File: src/logic/sadc_pkg.sv
/*
  Shared constants and types for the 8-bit successive-approximation
  converter sequencer: register offsets, field positions, reset values,
  trial timing and the register request carrier.
  Assumes a single 100 MHz clock domain and a synchronous active-high reset.
*/
`default_nettype none

package sadc_pkg;

  ////////////////////////////////////////////////////////////////////////
  // widths
  localparam int DATA_W = 8;
  localparam int ADDR_W = 3;
  localparam int NUM_CH = 8;
  localparam int CHAN_W = 4;
  localparam int SET_W  = 3;

  ////////////////////////////////////////////////////////////////////////
  // register offsets
  localparam logic [ADDR_W-1:0] OFF_START  = 3'h0; // start_control_reg
  localparam logic [ADDR_W-1:0] OFF_MODE   = 3'h1; // converter_mode_reg
  localparam logic [ADDR_W-1:0] OFF_RESULT = 3'h2; // conversion_result_reg
  localparam logic [ADDR_W-1:0] OFF_STAT   = 3'h3; // interrupt_request_reg_two
  localparam logic [ADDR_W-1:0] OFF_MASK   = 3'h4; // interrupt_enable_reg_two
  localparam logic [ADDR_W-1:0] OFF_PMODE  = 3'h5; // port_mode_reg_two
  localparam logic [ADDR_W-1:0] OFF_EDGE   = 3'h6; // edge_select_reg

  ////////////////////////////////////////////////////////////////////////
  // field positions
  localparam int START_BIT = 7; // conversion_start_flag
  localparam int CHAN_LSB  = 0; // channel_select_field
  localparam int TRIGGER_ENABLE_BIT_BIT  = 6; // trigger_enable_bit
  localparam int PFUNC_BIT = 4; // trigger_pin_function_select
  localparam int EDGE_BIT  = 4; // trigger_edge_select, 1 = rising
  localparam int DONE_BIT  = 0; // conversion_done_request / irq enable

  ////////////////////////////////////////////////////////////////////////
  // reset values and the first trial code
  localparam logic [6:0]        START_RSV  = 7'h7F;
  localparam logic [DATA_W-1:0] REG_RST    = 8'h00;
  localparam logic [DATA_W-1:0] TRIAL_TOP  = 8'h80;

  ////////////////////////////////////////////////////////////////////////
  // trial timing: comparator settle plus its two-flop synchroniser
  localparam int CLK_NS     = 10;
  localparam int SETTLE_NS  = 40;
  localparam int SETTLE_CYC = (SETTLE_NS + CLK_NS - 1) / CLK_NS;
  localparam logic [SET_W-1:0] SETTLE_LAST = SET_W'(SETTLE_CYC - 1);

  ////////////////////////////////////////////////////////////////////////
  // types
  typedef enum logic [0:0] {
    SADC_IDLE = 1'b0,
    SADC_CONV = 1'b1
  } sadc_state_e;

  typedef struct packed {
    logic [ADDR_W-1:0] addr;
    logic [DATA_W-1:0] wdata;
    logic              wr;
    logic              rd;
  } sadc_req_s;

endpackage : sadc_pkg

`default_nettype wire

File: src/logic/sadc_top.sv
/*
  Sequencer for an 8-bit successive-approximation converter: start flag,
  hardware trigger pin, channel routing, result latch, done request and
  interrupt, all reached over a simple register port.
  Assumes one 100 MHz clock, synchronous active-high reset, a register master
  that issues one-cycle strobes, and asynchronous trigger and comparator pins.
*/
// Design decisions made here: strobed register access and the register offsets.
`timescale 1ns/10ps
`default_nettype none

module sadc_top
  import sadc_pkg::*;
(
  input  wire logic              ref_clk,
  input  wire logic              rst,
  input  wire sadc_req_s         reg_req,
  output logic      [DATA_W-1:0] reg_rdata,
  output logic                   irq,
  input  wire logic              external_trigger_pin,
  input  wire logic              cmp_pin,
  output logic      [DATA_W-1:0] dac_code,
  output logic      [NUM_CH-1:0] chan_sel
);

  ////////////////////////////////////////////////////////////////////////
  // state

  sadc_state_e       st_r;
  sadc_state_e       st_nxt;
  logic [DATA_W-1:0] mode_r;
  logic [DATA_W-1:0] result_r;
  logic [DATA_W-1:0] stat_r;
  logic [DATA_W-1:0] mask_r;
  logic [DATA_W-1:0] pmode_r;
  logic [DATA_W-1:0] edge_r;
  logic              trig_d_r;
  logic [1:0]        pins_s;
  logic              core_done;
  logic [DATA_W-1:0] core_result;
  logic [NUM_CH-1:0] chan_hot;

  ////////////////////////////////////////////////////////////////////////
  // pin synchronisers: trigger on bit 1, comparator on bit 0

  sadc_sync #(
    .W (2)
  ) u_sync (
    .ref_clk (ref_clk),
    .rst     (rst),
    .d       ({external_trigger_pin, cmp_pin}),
    .q       (pins_s)
  );

  wire logic trig_s = pins_s[1];
  wire logic cmp_s  = pins_s[0];

  ////////////////////////////////////////////////////////////////////////
  // register decode

  wire logic hit_start  = (reg_req.addr == OFF_START);
  wire logic hit_mode   = (reg_req.addr == OFF_MODE);
  wire logic hit_result = (reg_req.addr == OFF_RESULT);
  wire logic hit_stat   = (reg_req.addr == OFF_STAT);
  wire logic hit_mask   = (reg_req.addr == OFF_MASK);
  wire logic hit_pmode  = (reg_req.addr == OFF_PMODE);
  wire logic hit_edge   = (reg_req.addr == OFF_EDGE);

  wire logic wr_start = reg_req.wr && hit_start;
  wire logic wr_mode  = reg_req.wr && hit_mode;
  wire logic wr_mask  = reg_req.wr && hit_mask;
  wire logic wr_pmode = reg_req.wr && hit_pmode;
  wire logic wr_edge  = reg_req.wr && hit_edge;
  wire logic rd_stat  = reg_req.rd && hit_stat;

  ////////////////////////////////////////////////////////////////////////
  // start, stop and trigger qualification

  wire logic idle     = (st_r == SADC_IDLE);
  wire logic start_fl = (st_r == SADC_CONV);
  wire logic sw_set   = wr_start && reg_req.wdata[START_BIT];
  wire logic sw_stop  = wr_start && !reg_req.wdata[START_BIT];

  // trigger pin path gated by pin function and trigger enable
  wire logic trig_armed = pmode_r[PFUNC_BIT] && mode_r[TRIGGER_ENABLE_BIT_BIT];
  wire logic trig_rise  = trig_s && !trig_d_r;
  wire logic trig_fall  = !trig_s && trig_d_r;
  wire logic trig_edge  = edge_r[EDGE_BIT] ? trig_rise : trig_fall;
  wire logic trig_fire  = trig_armed && trig_edge;

  // a new conversion is only launched from idle
  wire logic core_start = idle && (sw_set || trig_fire);
  wire logic core_abort = start_fl && sw_stop;

  ////////////////////////////////////////////////////////////////////////
  // sequencer next state: completion wins over a same-cycle stop

  always_comb begin
    st_nxt = st_r;
    case (st_r)
      SADC_IDLE: begin
        if (core_start) begin
          st_nxt = SADC_CONV;
        end
      end
      SADC_CONV: begin
        if (core_done) begin
          st_nxt = SADC_IDLE;
        end else if (sw_stop) begin
          st_nxt = SADC_IDLE;
        end
      end
      default: st_nxt = SADC_IDLE;
    endcase
  end

  ////////////////////////////////////////////////////////////////////////
  // status, mask and interrupt next values; a new event beats the read clear

  wire logic [DATA_W-1:0] done_evt = core_done ? (8'h01 << DONE_BIT) : 8'h00;
  wire logic [DATA_W-1:0] stat_nxt = (rd_stat ? 8'h00 : stat_r) | done_evt;
  wire logic [DATA_W-1:0] mask_nxt = wr_mask ? reg_req.wdata : mask_r;
  wire logic              irq_nxt  = |(stat_nxt & mask_nxt);

  ////////////////////////////////////////////////////////////////////////
  // read data selection; unmapped offsets read zero

  wire logic [DATA_W-1:0] start_view = {start_fl, START_RSV};
  wire logic [DATA_W-1:0] rd_val =
    hit_start  ? start_view :
    hit_mode   ? mode_r     :
    hit_result ? result_r   :
    hit_stat   ? stat_r     :
    hit_mask   ? mask_r     :
    hit_pmode  ? pmode_r    :
    hit_edge   ? edge_r     : 8'h00;

  ////////////////////////////////////////////////////////////////////////
  // channel routing: 01xx selects inputs 0..3, 10xx inputs 4..7

  wire logic [CHAN_W-1:0] chan_fld = mode_r[CHAN_LSB +: CHAN_W];

  for (genvar i = 0; i < NUM_CH; i++) begin : g_chan
    assign chan_hot[i] = (chan_fld[3:2] == 2'(i / 4 + 1)) && (chan_fld[1:0] == 2'(i % 4));
  end

  ////////////////////////////////////////////////////////////////////////
  // conversion engine

  sadc_sar_core u_core (
    .ref_clk  (ref_clk),
    .rst      (rst),
    .start    (core_start),
    .abort    (core_abort),
    .cmp_hi   (cmp_s),
    .dac_code (dac_code),
    .done     (core_done),
    .result   (core_result)
  );

  ////////////////////////////////////////////////////////////////////////
  // sequencer and result register

  always_ff @(posedge ref_clk) begin
    if (rst) begin
      st_r     <= SADC_IDLE;
      result_r <= REG_RST;
    end else begin
      st_r <= st_nxt;
      if (start_fl && core_done) begin
        result_r <= core_result;
      end
    end
  end

  // software-written configuration
  always_ff @(posedge ref_clk) begin
    if (rst) begin
      mode_r  <= REG_RST;
      pmode_r <= REG_RST;
      edge_r  <= REG_RST;
    end else begin
      if (wr_mode)  mode_r  <= reg_req.wdata;
      if (wr_pmode) pmode_r <= reg_req.wdata;
      if (wr_edge)  edge_r  <= reg_req.wdata;
    end
  end

  // status, mask, interrupt line
  always_ff @(posedge ref_clk) begin
    if (rst) begin
      stat_r <= REG_RST;
      mask_r <= REG_RST;
      irq    <= 1'b0;
    end else begin
      stat_r <= stat_nxt;
      mask_r <= mask_nxt;
      irq    <= irq_nxt;
    end
  end

  // read data, trigger history, channel select
  always_ff @(posedge ref_clk) begin
    if (rst) begin
      reg_rdata <= 8'h00;
      trig_d_r  <= 1'b0;
      chan_sel  <= 8'h00;
    end else begin
      reg_rdata <= reg_req.rd ? rd_val : 8'h00;
      trig_d_r  <= trig_s;
      chan_sel  <= chan_hot;
    end
  end

  ////////////////////////////////////////////////////////////////////////
  // checks

  // software start from idle raises the flag next cycle
  sw_start_a: assert property (@(posedge ref_clk) disable iff (rst)
    (idle && sw_set) |=> start_fl)
    else $error("software start did not raise the start flag");

  // the flag falls in the cycle after a completion
  flag_clear_a: assert property (@(posedge ref_clk) disable iff (rst)
    (start_fl && core_done) |=> !start_fl)
    else $error("start flag not cleared at completion");

  // completion sets the request flag
  done_req_a: assert property (@(posedge ref_clk) disable iff (rst)
    (start_fl && core_done) |=> stat_r[DONE_BIT])
    else $error("done request not set at completion");

  // interrupt follows request and its enable
  irq_gate_a: assert property (@(posedge ref_clk) disable iff (rst)
    ##1 (irq == (stat_r[DONE_BIT] && mask_r[DONE_BIT])))
    else $error("interrupt does not match request and enable");

  // result loads with the falling flag
  result_load_a: assert property (@(posedge ref_clk) disable iff (rst)
    (start_fl && core_done) |=> (result_r == $past(core_result)) && idle)
    else $error("result not loaded at completion");

  // trigger edge ignored unless both gates are set
  trig_gate_a: assert property (@(posedge ref_clk) disable iff (rst)
    (idle && trig_edge && !trig_armed && !sw_set) |=> !start_fl)
    else $error("trigger started conversion while disarmed");

  // armed trigger edge starts conversion
  trig_start_a: assert property (@(posedge ref_clk) disable iff (rst)
    (idle && trig_fire) |=> start_fl)
    else $error("armed trigger edge did not start conversion");

  // 0101 routes input one alone
  chan_map_a: assert property (@(posedge ref_clk) disable iff (rst)
    (chan_fld == 4'h5) |=> (chan_sel == 8'h02))
    else $error("channel 0101 not routed to input one");

  // stop keeps result and request untouched
  stop_keep_a: assert property (@(posedge ref_clk) disable iff (rst)
    (start_fl && sw_stop && !core_done && !stat_r[DONE_BIT]) |=>
      !start_fl && $stable(result_r) && !stat_r[DONE_BIT])
    else $error("stopped conversion changed result or request");

  // reserved bits read as ones
  rsv_ones_a: assert property (@(posedge ref_clk) disable iff (rst)
    (reg_req.rd && hit_start) |=> (reg_rdata[6:0] == 7'h7F))
    else $error("reserved start bits did not read as ones");

  // a repeated start during conversion does not relaunch the engine
  no_restart_a: assert property (@(posedge ref_clk) disable iff (rst)
    (start_fl && sw_set && !core_done) |-> !core_start ##1 start_fl)
    else $error("start during conversion restarted the engine");

  // flag stays up until completion or a stop
  flag_hold_a: assert property (@(posedge ref_clk) disable iff (rst)
    (start_fl && !core_done && !sw_stop) |=> start_fl)
    else $error("start flag fell during conversion");

  // the start register read shows the flag
  flag_view_a: assert property (@(posedge ref_clk) disable iff (rst)
    (reg_req.rd && hit_start) |=> (reg_rdata[START_BIT] == $past(start_fl)))
    else $error("start register read does not show the flag");

  // the request flag only appears through a completion
  req_source_a: assert property (@(posedge ref_clk) disable iff (rst)
    (!core_done && !stat_r[DONE_BIT]) |=> !stat_r[DONE_BIT])
    else $error("done request set without a completion");

  // a status read clears the request when no event competes
  req_clear_a: assert property (@(posedge ref_clk) disable iff (rst)
    (rd_stat && !core_done) |=> !stat_r[DONE_BIT])
    else $error("status read did not clear the done request");

  // a completion on the clearing read still sets the request
  set_wins_a: assert property (@(posedge ref_clk) disable iff (rst)
    (rd_stat && core_done) |=> stat_r[DONE_BIT])
    else $error("read clear beat a same-cycle completion");

  // no interrupt while the enable bit stays clear
  irq_masked_a: assert property (@(posedge ref_clk) disable iff (rst)
    (!mask_r[DONE_BIT] && !wr_mask) |=> !irq)
    else $error("interrupt raised with its enable clear");

  // the result register changes only at completion
  result_hold_a: assert property (@(posedge ref_clk) disable iff (rst)
    !(start_fl && core_done) |=> $stable(result_r))
    else $error("result register changed outside completion");

  // a rising trigger edge never starts a conversion while falling is selected
  edge_pol_a: assert property (@(posedge ref_clk) disable iff (rst)
    (idle && trig_armed && !edge_r[EDGE_BIT] && trig_rise && !sw_set) |=> !start_fl)
    else $error("rising trigger edge started conversion with falling selected");

  // unmapped channel codes route nothing
  chan_none_a: assert property (@(posedge ref_clk) disable iff (rst)
    (chan_fld[3] == chan_fld[2]) |=> (chan_sel == 8'h00))
    else $error("unmapped channel code routed an input");

  // at most one analog input is routed at a time
  chan_single_a: assert property (@(posedge ref_clk) disable iff (rst)
    1'b1 |=> $onehot0(chan_sel))
    else $error("more than one analog input routed");

  // a stop parks the trial code and drops the flag
  stop_park_a: assert property (@(posedge ref_clk) disable iff (rst)
    (core_abort && !core_done) |=> (dac_code == 8'h00) && !start_fl)
    else $error("stop did not halt the engine");

endmodule : sadc_top

`default_nettype wire

File: src/logic/sadc_sync.sv
/*
  Two-flop synchroniser, one stage pair per bit.
  Assumes inputs are asynchronous pins; only the second flop is read outside.
*/
`timescale 1ns/10ps
`default_nettype none

module sadc_sync
  import sadc_pkg::*;
#(
  parameter int W = 2
) (
  input  wire logic         ref_clk,
  input  wire logic         rst,
  input  wire logic [W-1:0] d,
  output logic      [W-1:0] q
);

  logic [W-1:0] meta_r;

  // one synchroniser pair per bit
  for (genvar i = 0; i < W; i++) begin : g_bit
    always_ff @(posedge ref_clk) begin
      if (rst) begin
        meta_r[i] <= 1'b0;
        q[i]      <= 1'b0;
      end else begin
        meta_r[i] <= d[i];
        q[i]      <= meta_r[i];
      end
    end
  end

endmodule : sadc_sync

`default_nettype wire

File: src/logic/sadc_sar_core.sv
/*
  Successive-approximation engine: eight trials MSB first, each held for
  SETTLE_CYC cycles before the comparator is sampled.
  Assumes cmp_hi is already synchronised and is high when input >= dac_code.
*/
`timescale 1ns/10ps
`default_nettype none

module sadc_sar_core
  import sadc_pkg::*;
(
  input  wire logic              ref_clk,
  input  wire logic              rst,
  input  wire logic              start,
  input  wire logic              abort,
  input  wire logic              cmp_hi,
  output logic      [DATA_W-1:0] dac_code,
  output logic                   done,
  output logic      [DATA_W-1:0] result
);

  sadc_state_e       st_r;
  logic [DATA_W-1:0] mask_r;
  logic [SET_W-1:0]  wait_r;

  // trial decision
  wire logic              run      = (st_r == SADC_CONV);
  wire logic              decide   = run && (wait_r == SETTLE_LAST);
  wire logic [DATA_W-1:0] kept     = cmp_hi ? dac_code : (dac_code & ~mask_r);
  wire logic              last     = mask_r[0];

  // sequencer
  always_ff @(posedge ref_clk) begin
    if (rst) begin
      st_r     <= SADC_IDLE;
      mask_r   <= REG_RST;
      wait_r   <= '0;
      dac_code <= REG_RST;
      done     <= 1'b0;
      result   <= REG_RST;
    end else begin
      done <= 1'b0;
      case (st_r)
        SADC_IDLE: begin
          if (start) begin
            st_r     <= SADC_CONV;
            mask_r   <= TRIAL_TOP;
            dac_code <= TRIAL_TOP;
            wait_r   <= '0;
          end
        end
        SADC_CONV: begin
          if (abort) begin
            st_r     <= SADC_IDLE;
            dac_code <= REG_RST;
          end else if (!decide) begin
            wait_r <= wait_r + SET_W'(1);
          end else if (last) begin
            st_r   <= SADC_IDLE;
            done   <= 1'b1;
            result <= kept;
          end else begin
            mask_r   <= mask_r >> 1;
            dac_code <= kept | (mask_r >> 1);
            wait_r   <= '0;
          end
        end
        default: st_r <= SADC_IDLE;
      endcase
    end
  end

  // first trial is the top bit alone
  first_trial_a: assert property (@(posedge ref_clk) disable iff (rst)
    (start && st_r == SADC_IDLE) |=> (dac_code == 8'h80) && run)
    else $error("first trial not at mid scale");

  // a result is only produced after the last bit trial
  done_last_a: assert property (@(posedge ref_clk) disable iff (rst)
    $rose(done) |-> ($past(mask_r) == 8'h01) && !run)
    else $error("result produced before the last trial");

endmodule : sadc_sar_core

`default_nettype wire

File: config.mk
export PLATFORM = sky130hd
export DESIGN_NAME = sadc_top
export DESIGN_NICKNAME = d
export VERILOG_FILES = /design/src/logic/sadc_pkg.sv /design/src/logic/sadc_top.sv /design/src/logic/sadc_sync.sv /design/src/logic/sadc_sar_core.sv
export SDC_FILE = /design/constraint.sdc
export NUM_CORES = 1
export LEC_CHECK = 0
export BUFFER_PORTS_ARGS = -buffer_cell sky130_fd_sc_hd__buf_4
export CAP_MARGIN = 5
export CORE_ASPECT_RATIO = 0.5
export CORE_UTILIZATION = 35
export DETAILED_ROUTE_END_ITERATION = 16
export HOLD_SLACK_MARGIN = 0.05
export PLACE_DENSITY_LB_ADDON = 0.3
export SETUP_SLACK_MARGIN = 0.1
export SLEW_MARGIN = 5
export SYNTH_ARGS = -nofsm -noshare
export SYNTH_HDL_FRONTEND = slang
export SYNTH_SLANG_ARGS = --single-unit
File: constraint.sdc
create_clock -name ref_clk -period 2.5 [get_ports ref_clk]
set_clock_uncertainty 0.2 [all_clocks]
set_input_delay 0.25 -clock ref_clk [delete_from_list [all_inputs] [get_ports ref_clk]]
set_output_delay 0.25 -clock ref_clk [all_outputs]
set_load 0.005 [all_outputs]
Yosys cells after proc, flatten, opt, wreduce, memory -nomap -nowiden

Index checks and enable logic that the tools add are counted.

Register bits: 100
Input bits: 17
Output and inout bits: 25
Word-level logic and storage cells: 125

Add/sub/neg operators: 1
Equal/unequal tests: 19
Multiplexer cells: 35
Bitwise logic cells: 10
Reduce and logical (&&, ||, !) cells: 38

Operators with widths:

| cell                  | count |
|---|---|
| $mux W8               | 17 |
| $pmux W8 S2           | 2 |
| $logic_and A1 B1 Y1   | 24 |
| $and A8 B8 Y8         | 2 |
| $mux W3               | 4 |
| $eq A3 B2 Y1 const B  | 3 |
| $eq A3 B3 Y1 const B  | 3 |
| $mux W1               | 9 |
| $ne A3 B3 Y1 const B  | 3 |
| $reduce_and A3 Y1     | 3 |
| $ne A2 B2 Y1 const B  | 4 |
| $not A8 Y8            | 1 |
| $or A8 B1 Y8          | 1 |
| $or A8 B7 Y8          | 1 |
| $reduce_and A4 Y1     | 2 |
| $reduce_or A8 Y1      | 1 |
| $eq A2 B2 Y1 const B  | 3 |
| $pmux W3 S2           | 1 |
| $not A1 Y1            | 5 |
| $eq A2 B1 Y1 const B  | 2 |
| $pmux W1 S2           | 2 |
| $reduce_or A4 Y1      | 1 |
| $add A3 B1 Y3 const B | 1 |
| $eq A3 B1 Y1 const B  | 1 |
| other kinds (5)       | 7 |

Depth between registers and ports, before layout

Gate-level depths: netlist of run 1.

Word-level depth: 8
Mapped depth: 7
Gate-level depth less buffers: 6

Modules after synthesis

Synthesis of run 1 repeated with hierarchy kept, for this count alone.

Cells, all modules: 461
Area, all modules: 3991.3 µm²

Modules (own cells, without submodules):

| module        | instances | cells an instance | area each (µm²) | sequential area each (µm²) |
|---|---|---|---|---|
| sadc_top      | 1         | 312               | 2731.4          | 1341.3 |
| sadc_sar_core | 1         | 141               | 1154.9          | 580.6 |
| sadc_sync     | 1         | 8                 | 105.1           | 80.1 |

Worst setup path after synthesis of run 1

Ideal clock, no wire load.

Path kind: in2reg
Start: input port reg_req[10] (netlist name)
End: register u_core.result[7]
Library setup time: 0.128 ns
Arrival: 1.605 ns
Data required time: 2.172 ns
Slack: 0.568 ns
Stages: 7
Buffers on the path: 2
Cell sequence: buf_6 or4b_4 or2_4 and2_1 buf_6 mux2i_1 nor2_1

Word-level cells in the longest chain between the ends: 6

RTL lines:

| item                               | RTL line            | source |
|---|---|---|
| start, declared                    | sadc_top.sv:17      | `input wire sadc_req_s reg_req,` |
| $logic_not A3 Y1                   | sadc_top.sv:61      | `wire logic hit_start = (reg_req.addr == OFF_START);` |
| $logic_and A1 B1 Y1                | sadc_top.sv:69      | `wire logic wr_start = reg_req.wr && hit_start;` |
| $logic_and A1 B1 Y1                | sadc_top.sv:82      | `wire logic sw_stop = wr_start && !reg_req.wdata[START_BIT];` |
| $logic_and A1 B1 Y1                | sadc_top.sv:93      | `wire logic core_abort = start_fl && sw_stop;` |
| $not A1 Y1 (no source line)        | --                  |  |
| $reduce_and A4 Y1 (no source line) | --                  |  |
| end signal, assigned               | sadc_sar_core.sv:61 | `result <= kept;` |
| end, declared                      | sadc_sar_core.sv:19 | `output logic [DATA_W-1:0] result` |

No other way between the ends.
A chain may end at the register's enable or synchronous reset.

Worst setup path after layout of run 1

Start: register u_core.wait_r[0]
End: register u_core.dac_code[2]

Word-level cells in the longest chain between the ends: 4

RTL lines:

| item                               | RTL line            | source |
|---|---|---|
| start, declared                    | sadc_sar_core.sv:24 | `logic [SET_W-1:0] wait_r;` |
| start signal, assigned             | sadc_sar_core.sv:57 | `wait_r <= wait_r + SET_W'(1);` |
| $eq A3 B2 Y1                       | sadc_sar_core.sv:28 | `wire logic decide = run && (wait_r == SETTLE_LAST);` |
| $logic_and A1 B1 Y1                | sadc_sar_core.sv:28 |  |
| $ne A3 B3 Y1 (no source line)      | --                  |  |
| $reduce_and A3 Y1 (no source line) | --                  |  |
| end signal, assigned               | sadc_sar_core.sv:64 | `dac_code <= kept \| (mask_r >> 1);` |
| end, declared                      | sadc_sar_core.sv:17 | `output logic [DATA_W-1:0] dac_code,` |

No other way between the ends.

==> flow_summary.yaml, run 1 <==
run_status:
  outcome: "complete, no violations"
floorplanning:
  core_sq_um: 11000
  die_x_um: 153
  start_util_pct: 36.1
  dieHeight_um: 77.5
  rows: 27
  ios: 42
  die_area_sq_um: 11900
yosys:
  yosysMostFrequentCell: "dfxtp_1"
  yosysUniqueCellTypes: 44
  yosysWarnings: 0
  synthesis.nets: 484
  yosys.area.top_type: "dfxtp_1"
  ys_seq_area_share_pct: 50.2
  synth_ff_type: "dfxtp_1"
  synth_edf_count: 0
  synth-seq-cells: 100
  syn_inst: 466
  synth_top_cell_area_share_pct: 50.2
  mappedNetlistArea_sq_um: 3990
  ys_top_cells_by_area: "dfxtp_1 50%, mux2i_1 8.0%, nand2_1 7.9%, a21oi_1 6.6%, nor2_1 4.7%"
  syn-mean-instance-area_sq_um: 8.56
  async_flop_share_pct: 0
  synthTopCellsByCount: "100 x dfxtp_1, 84 x nand2_1, 53 x a21oi_1, 50 x nor2_1, 32 x mux2i_1"
worst_hold_path:
  hold_end: "u_core.result[3]"
  min_path_type: "input port to register"
  holdCritStartpoint: "rst"
  hold_depth: 2
setup_path:
  endpoint_kind: "register"
  path_max_fanout: 13
  reg2reg_to: "u_core.dac_code[2]"
  r2r_start: "u_core.wait_r[0]"
  required_ns: 2.57
  r2r_setup_slack_ns: 0.50
  worstSetupPathType: "register to register"
  reg2reg_depth: 6
  crit_path_start_kind: "register"
  arrival_ns: 2.08
sta:
  timing.setup.tns_ns: 0
  whs_ns: 0.100
  fin_crit_sh_pct: 80.2
  rsz0062_at_grt: "no"
  worst_slew_pin_slew_ns: 0.697
  worst_slack_ns: 0.496
  finalCriticalPeriod_ns: 2.00
  setup_viol: 0
  final_max_slew_viol_count: 0
  max_freq_mhz: 499
  slew_headroom_pct: 53.3
  hold_violations: 0
clock_network:
  clockBufferDepth: 2
  clock_latency_ns: 0.34
  cts_setup_buffers: 0
  cts_tree: "built"
  cts_root_buf: "clkbuf_16"
  cts_inserted_buffers: 9
  clk_pin_slew_worst_paths_ns: 0.07
  numClockSinks: 100
  htree_num_levels: 3
route:
  dr_wl_met3_um: 308
  drt-met1-wl_mm: 4.59
  dr.pass1.iters: 4
  viasPerCell: 4.95
  wl_per_cell_um: 13.8
  wl_met2_mm: 4.05
  drc_errors: 0
  top_layer: "met4"
  wl_mm: 9.13
  drtIter0Drc: 196
  ant_nets: 0
  vias: 3265
layout:
  utilization_pct: 43.6
  n_antenna_cell: 0
  syn2layout_area_growth_pct: 20.8
  design_area_sq_um: 4820
  stdcell_count: 660
  layout-drive-gt1-share_pct: 14.2
  nets: 528
grt:
  grt_max_degree: 39
  overflow: 0
  grt_usage_pct: 16.1
  grt_antenna_before_repair: 0
  grt_pass1_wl_mm: 15.1
  grt_pass1_vias: 3039
power:
  finalPower_mw: 3.12
  p_per_area_nw_per_um2: 648
  p_leak_nw: 1.79
  ir_drop_uv: 274
placement:
  placed_area_sq_um: 4430
  gp_routability_congestion: 0.786
  io_buffers: 41
  hpwl_mm: 6.49
  placedCellCount: 634
  place_ws_ns: 0.0940
job:
  cap_violations: 0
-- layout make-up --
type	instances	area [sq um]
timing repair buffer	59	468
clock buffer	10	239
sequential	100	2000
fill	1122	6230
tap	145	181
multi-input combinational	323	1820
inverter	17	63.8
clock inverter	6	47.5
-- registers in the layout, summed over array words and instances (netlist names) --
signal,flops
chan_sel,8
edge_r,8
mask_r,8
mode_r,8
pmode_r,8
reg_rdata,8
result_r,8
stat_r,8
u_core.dac_code,8
u_core.mask_r,8
u_core.result,8
u_core.wait_r,3
u_sync.meta_r,2
u_sync.q,2
irq,1
st_r,1
trig_d_r,1
u_core.done,1
u_core.run,1
-- cell families (layout without fill, tap and decap cells) --
group / Yosys count / count (layout) / share of synthesized area, %
DFF: 100 / 100 / 50.2
adders and majority gates: 1 / 1 / 0.314
AOI/OAI and AO/OA: 107 / 107 / 15.7
and+or+nand+nor: 182 / 182 / 20.7
muxes: 33 / 33 / 8.59
buffers and inverters: 43 / 92 / 4.52
-- per-layer routing --
metal / global-route usage, % / vias to the layer above
met3: 3.97 / 14
met5: 0 / -
met2: 25.6 / 50
met4: 6.67 / 0
met1: 21.0 / 1530
li1: - / 1671
-- power breakdown --
group	internal (mW)	switching [mW]	total [mW]	leakage [nW]
logic	0.0727	0.104	0.176	0.853
registers	1.61	0.0114	1.62	0.808
clock network	0.710	0.613	1.32	0.133
total	2.39	0.728	3.12	1.79
-- layout by cell type (no fill, tap or decap), drive strengths merged, types with 2 or more instances in the layout --
cell type and count:
a211o 2, mux2i 32, and3 2, a211oi 9
or2 2, dfxtp 100, buf 49, nand3 2
o21ai 23, nand2 84, nor3 6, a22o 6
nor2b 10, nor3b 2, o22ai 4, a21oi 53
clkinvlp 3, and2 9, a21boi 3, nand2b 6
nor2 50, clkbuf 10, dlygate4sd3 10, a31oi 2
inv 19
-- repair_timing --
item | 4_1_cts | 5_1_grt
endpoints found under the hold margin | 32 | 0
gates resized for setup | 1 | 0
hold buffers | 10 | 0
endpoints found under the setup margin | 3 | 0
-- critical path: stages (launching register included) --
cell and delay (ns):
dfxtp_1 0.35, ha_1 0.18, nor2b_1 0.18, nand2b_1 0.13, nor3_2 0.59, o21ai_0 0.18, o21ai_0 0.12
-- how the worst max path moves through the flow --
stage / startpoint / to / slack, ns / cells past startpoint
after floorplan: reg_req[10] / u_core.result[7] / 0.57 / 7
after global placement: u_core.wait_r[0] / u_core.dac_code[1] / 0.12 / 6
after detailed placement: u_core.wait_r[0] / u_core.dac_code[5] / 0.09 / 6
after CTS: u_core.wait_r[0] / u_core.dac_code[2] / 0.48 / 6
after global routing: u_core.wait_r[0] / u_core.dac_code[2] / 0.23 / 6
final: u_core.wait_r[0] / u_core.dac_code[2] / 0.50 / 6
Power figures use the tool's default switching activity.
==> run 2, diff against run 1 <==
--- a/config.mk
+++ b/config.mk
@@ -5,6 +5,7 @@
 export SDC_FILE = /design/constraint.sdc
 export NUM_CORES = 1
 export LEC_CHECK = 0
+export ABC_AREA = 1
 export BUFFER_PORTS_ARGS = -buffer_cell sky130_fd_sc_hd__buf_4
 export CAP_MARGIN = 5
 export CORE_ASPECT_RATIO = 0.5
==> constraint.sdc (replaced) <==
create_clock -name ref_clk -period 1.81 [get_ports ref_clk]
set_clock_uncertainty 0.2 [all_clocks]
set_input_delay 0.181 -clock ref_clk [delete_from_list [all_inputs] [get_ports ref_clk]]
set_output_delay 0.181 -clock ref_clk [all_outputs]
set_load 0.005 [all_outputs]
==> flow_summary.yaml, run 2 <==
grt:
  grt_max_degree: 47
  grt_antenna_before_repair: 0
  grt_pass1_wl_mm: 16.1
  grt_usage_pct: 17.2
  grt_pass1_vias: 3256
  overflow: 0
floorplanning:
  die_area_sq_um: 12000
  core_sq_um: 11100
  start_util_pct: 36.4
  dieHeight_um: 78.1
  rows: 27
  die_x_um: 154
  ios: 42
sta:
  hold_violations: 0
  whs_ns: 0.0985
  finalCriticalPeriod_ns: 1.62
  final_max_slew_viol_count: 0
  rsz0062_at_grt: "no"
  fin_crit_sh_pct: 89.3
  slew_headroom_pct: 71.5
  worst_slew_pin_slew_ns: 0.422
  timing.setup.tns_ns: 0
  max_freq_mhz: 618
  setup_viol: 0
yosys:
  ys_seq_area_share_pct: 49.4
  yosysMostFrequentCell: "nand2_1"
  mappedNetlistArea_sq_um: 4050
  async_flop_share_pct: 0
  synth_ff_type: "dfxtp_1"
  synth_edf_count: 0
  synth-seq-cells: 100
  yosysWarnings: 0
  syn-mean-instance-area_sq_um: 7.38
  synth_top_cell_area_share_pct: 49.4
  syn_inst: 549
  synthTopCellsByCount: "104 x nand2_1, 100 x dfxtp_1, 80 x inv_1, 71 x a21oi_1, 60 x nor2_1"
  ys_top_cells_by_area: "dfxtp_1 49%, nand2_1 9.6%, a21oi_1 8.8%, inv_1 7.4%, nor2_1 5.6%"
  yosys.area.top_type: "dfxtp_1"
  yosysUniqueCellTypes: 28
  synthesis.nets: 567
route:
  wl_per_cell_um: 12.4
  viasPerCell: 4.65
  drc_errors: 0
  drtIter0Drc: 298
  ant_nets: 0
  wl_mm: 9.51
  vias: 3568
  dr.pass1.iters: 5
placement:
  io_buffers: 41
  gp_routability_congestion: 0.817
  placedCellCount: 738
  hpwl_mm: 6.84
power:
  p_comb_share_pct: 6.6
  ir_drop_uv: 529
  p_leak_nw: 2.15
  p_int_mw: 3.30
  clockPowerShare_pct: 42.1
  p_per_area_nw_per_um2: 863
  seqPwrFrac_pct: 51.3
  p_sw_mw: 1.08
  switching_share_pct: 24.7
clock_network:
  cts_root_buf: "clkbuf_16"
  cts_tree: "built"
  numClockSinks: 100
  clockBufferDepth: 2
  clk_pin_slew_worst_paths_ns: 0.07
  cts_inserted_buffers: 9
  htree_num_levels: 3
  clock_latency_ns: 0.35
layout:
  n_antenna_cell: 0
  nets: 635
  utilization_pct: 45.8
  stdcell_count: 767
  layout-drive-gt1-share_pct: 17.2
  final_cell_mix: "100 x nand2_1, 98 x dfxtp_1, 80 x inv_1"
  final_common_cell: "nand2_1"
  syn2layout_area_growth_pct: 25.6
run_status:
  outcome: "complete, no violations"
setup_path:
  cpMostUsedCell: "nand2_2"
  worstSetupPathType: "register to register"
  crit_path_start_kind: "register"
  path_max_fanout: 5
  arrival_ns: 1.70
  endpoint_kind: "register"
  r2r_start: "u_core.wait_r[0]"
  required_ns: 1.89
  crit_chain: "ha_1, inv_1, or2_4, nand2_2, nand2_2, nand2_2, buf_12, nand3_1, a21oi_1"
  critPathLaunch: "u_core.wait_r[0]"
  slowest_delay_ns: 0.34
  cpMaxStageDelayCell: "dfxtp_2"
worst_hold_path:
  holdCritStartpoint: "reg_req[1]"
  min_path_type: "input port to register"
job:
  cap_violations: 0
run 2: changes by cell type after synthesis, moves of 10 or more:
cell / delta
a21oi_1: +18
inv_1: +63
mux2i_1: -32
nand2_1: +20
nand3_1: +13
nand4_1: +17
nor2_1: +10
nor2b_1: -10
o21ai_0: +20
run 2: timing repair:
item | in CTS | in global routing
hold buffers | 13 | 0
gates resized for setup | 6 | 7
pin swaps | 3 | 3
buffers inserted | 0 | 0
setup endpoints to repair | 9 | 23
endpoints found under the hold margin | 50 | 0
run 2: kinds of logic after synthesis:
family          share of synthesized area, %
flops                                   49.4
fa+ha+maj                              0.309
simple gates                            22.7
buf+inv                                 10.1
compound gates                          17.5
run 2: power by group through the flow:
stage	sequential (mW)	combinational (mW)	clock [mW]
after floorplan	2.30	0.149	0
after global placement	2.30	0.262	0
after detailed placement	2.30	0.263	0
after CTS	2.25	0.288	1.90
after global routing	2.25	0.324	2.00
final	2.25	0.289	1.85
run 2: routing by layer:
metal / up-vias / global-route usage, % / share of wire, %
met5: - / 0 / 0
met4: 0 / 3.60 / 1.1
met3: 9 / 5.52 / 4.7
met2: 59 / 25.8 / 42
met1: 1596 / 23.9 / 53
li1: 1904 / - / -
run 2: worst max-delay path: cells and delay by family, from the launching register on:
kind            cells  cell delay, ns
simple gates        5            0.56
flops               1            0.34
buf+inv             2            0.16
fa+ha+maj           1            0.14
compound gates      1            0.13
run 2: final timing paths:
kind | cells after the start | endpoint | slack, ns
worst max-delay path | 9 | u_core.dac_code[5] | 0.19
worst min-delay path | 4 | mask_r[3] | 0.1
worst max register to register | 9 | u_core.dac_code[5] | 0.19
worst min register to register | 2 | u_sync.q[0] | 0.22
run 2: final cells by class:
cell class | instances | area, sq um
clock buffers | 9 | 225
multi-input cells | 345 | 1680
inverters | 88 | 335
flip-flops and latches | 100 | 2000
well taps | 145 | 181
fillers | 1143 | 6030
repair buffers | 73 | 606
clock inverters | 7 | 57.6
run 2: per-stage QoR:
step / power [mW] / worst slack [ns] / cell area (sq um)
after global placement: 2.56 / 0.0524 / 4630
after detailed placement: 2.57 / 0.0175 / 4630
final: 4.39 / 0.193 / 5080
after global routing: 4.58 / 0.0911 / 5080
after floorplan: 2.45 / 0.131 / 4050
after CTS: 4.44 / 0.100 / 5060
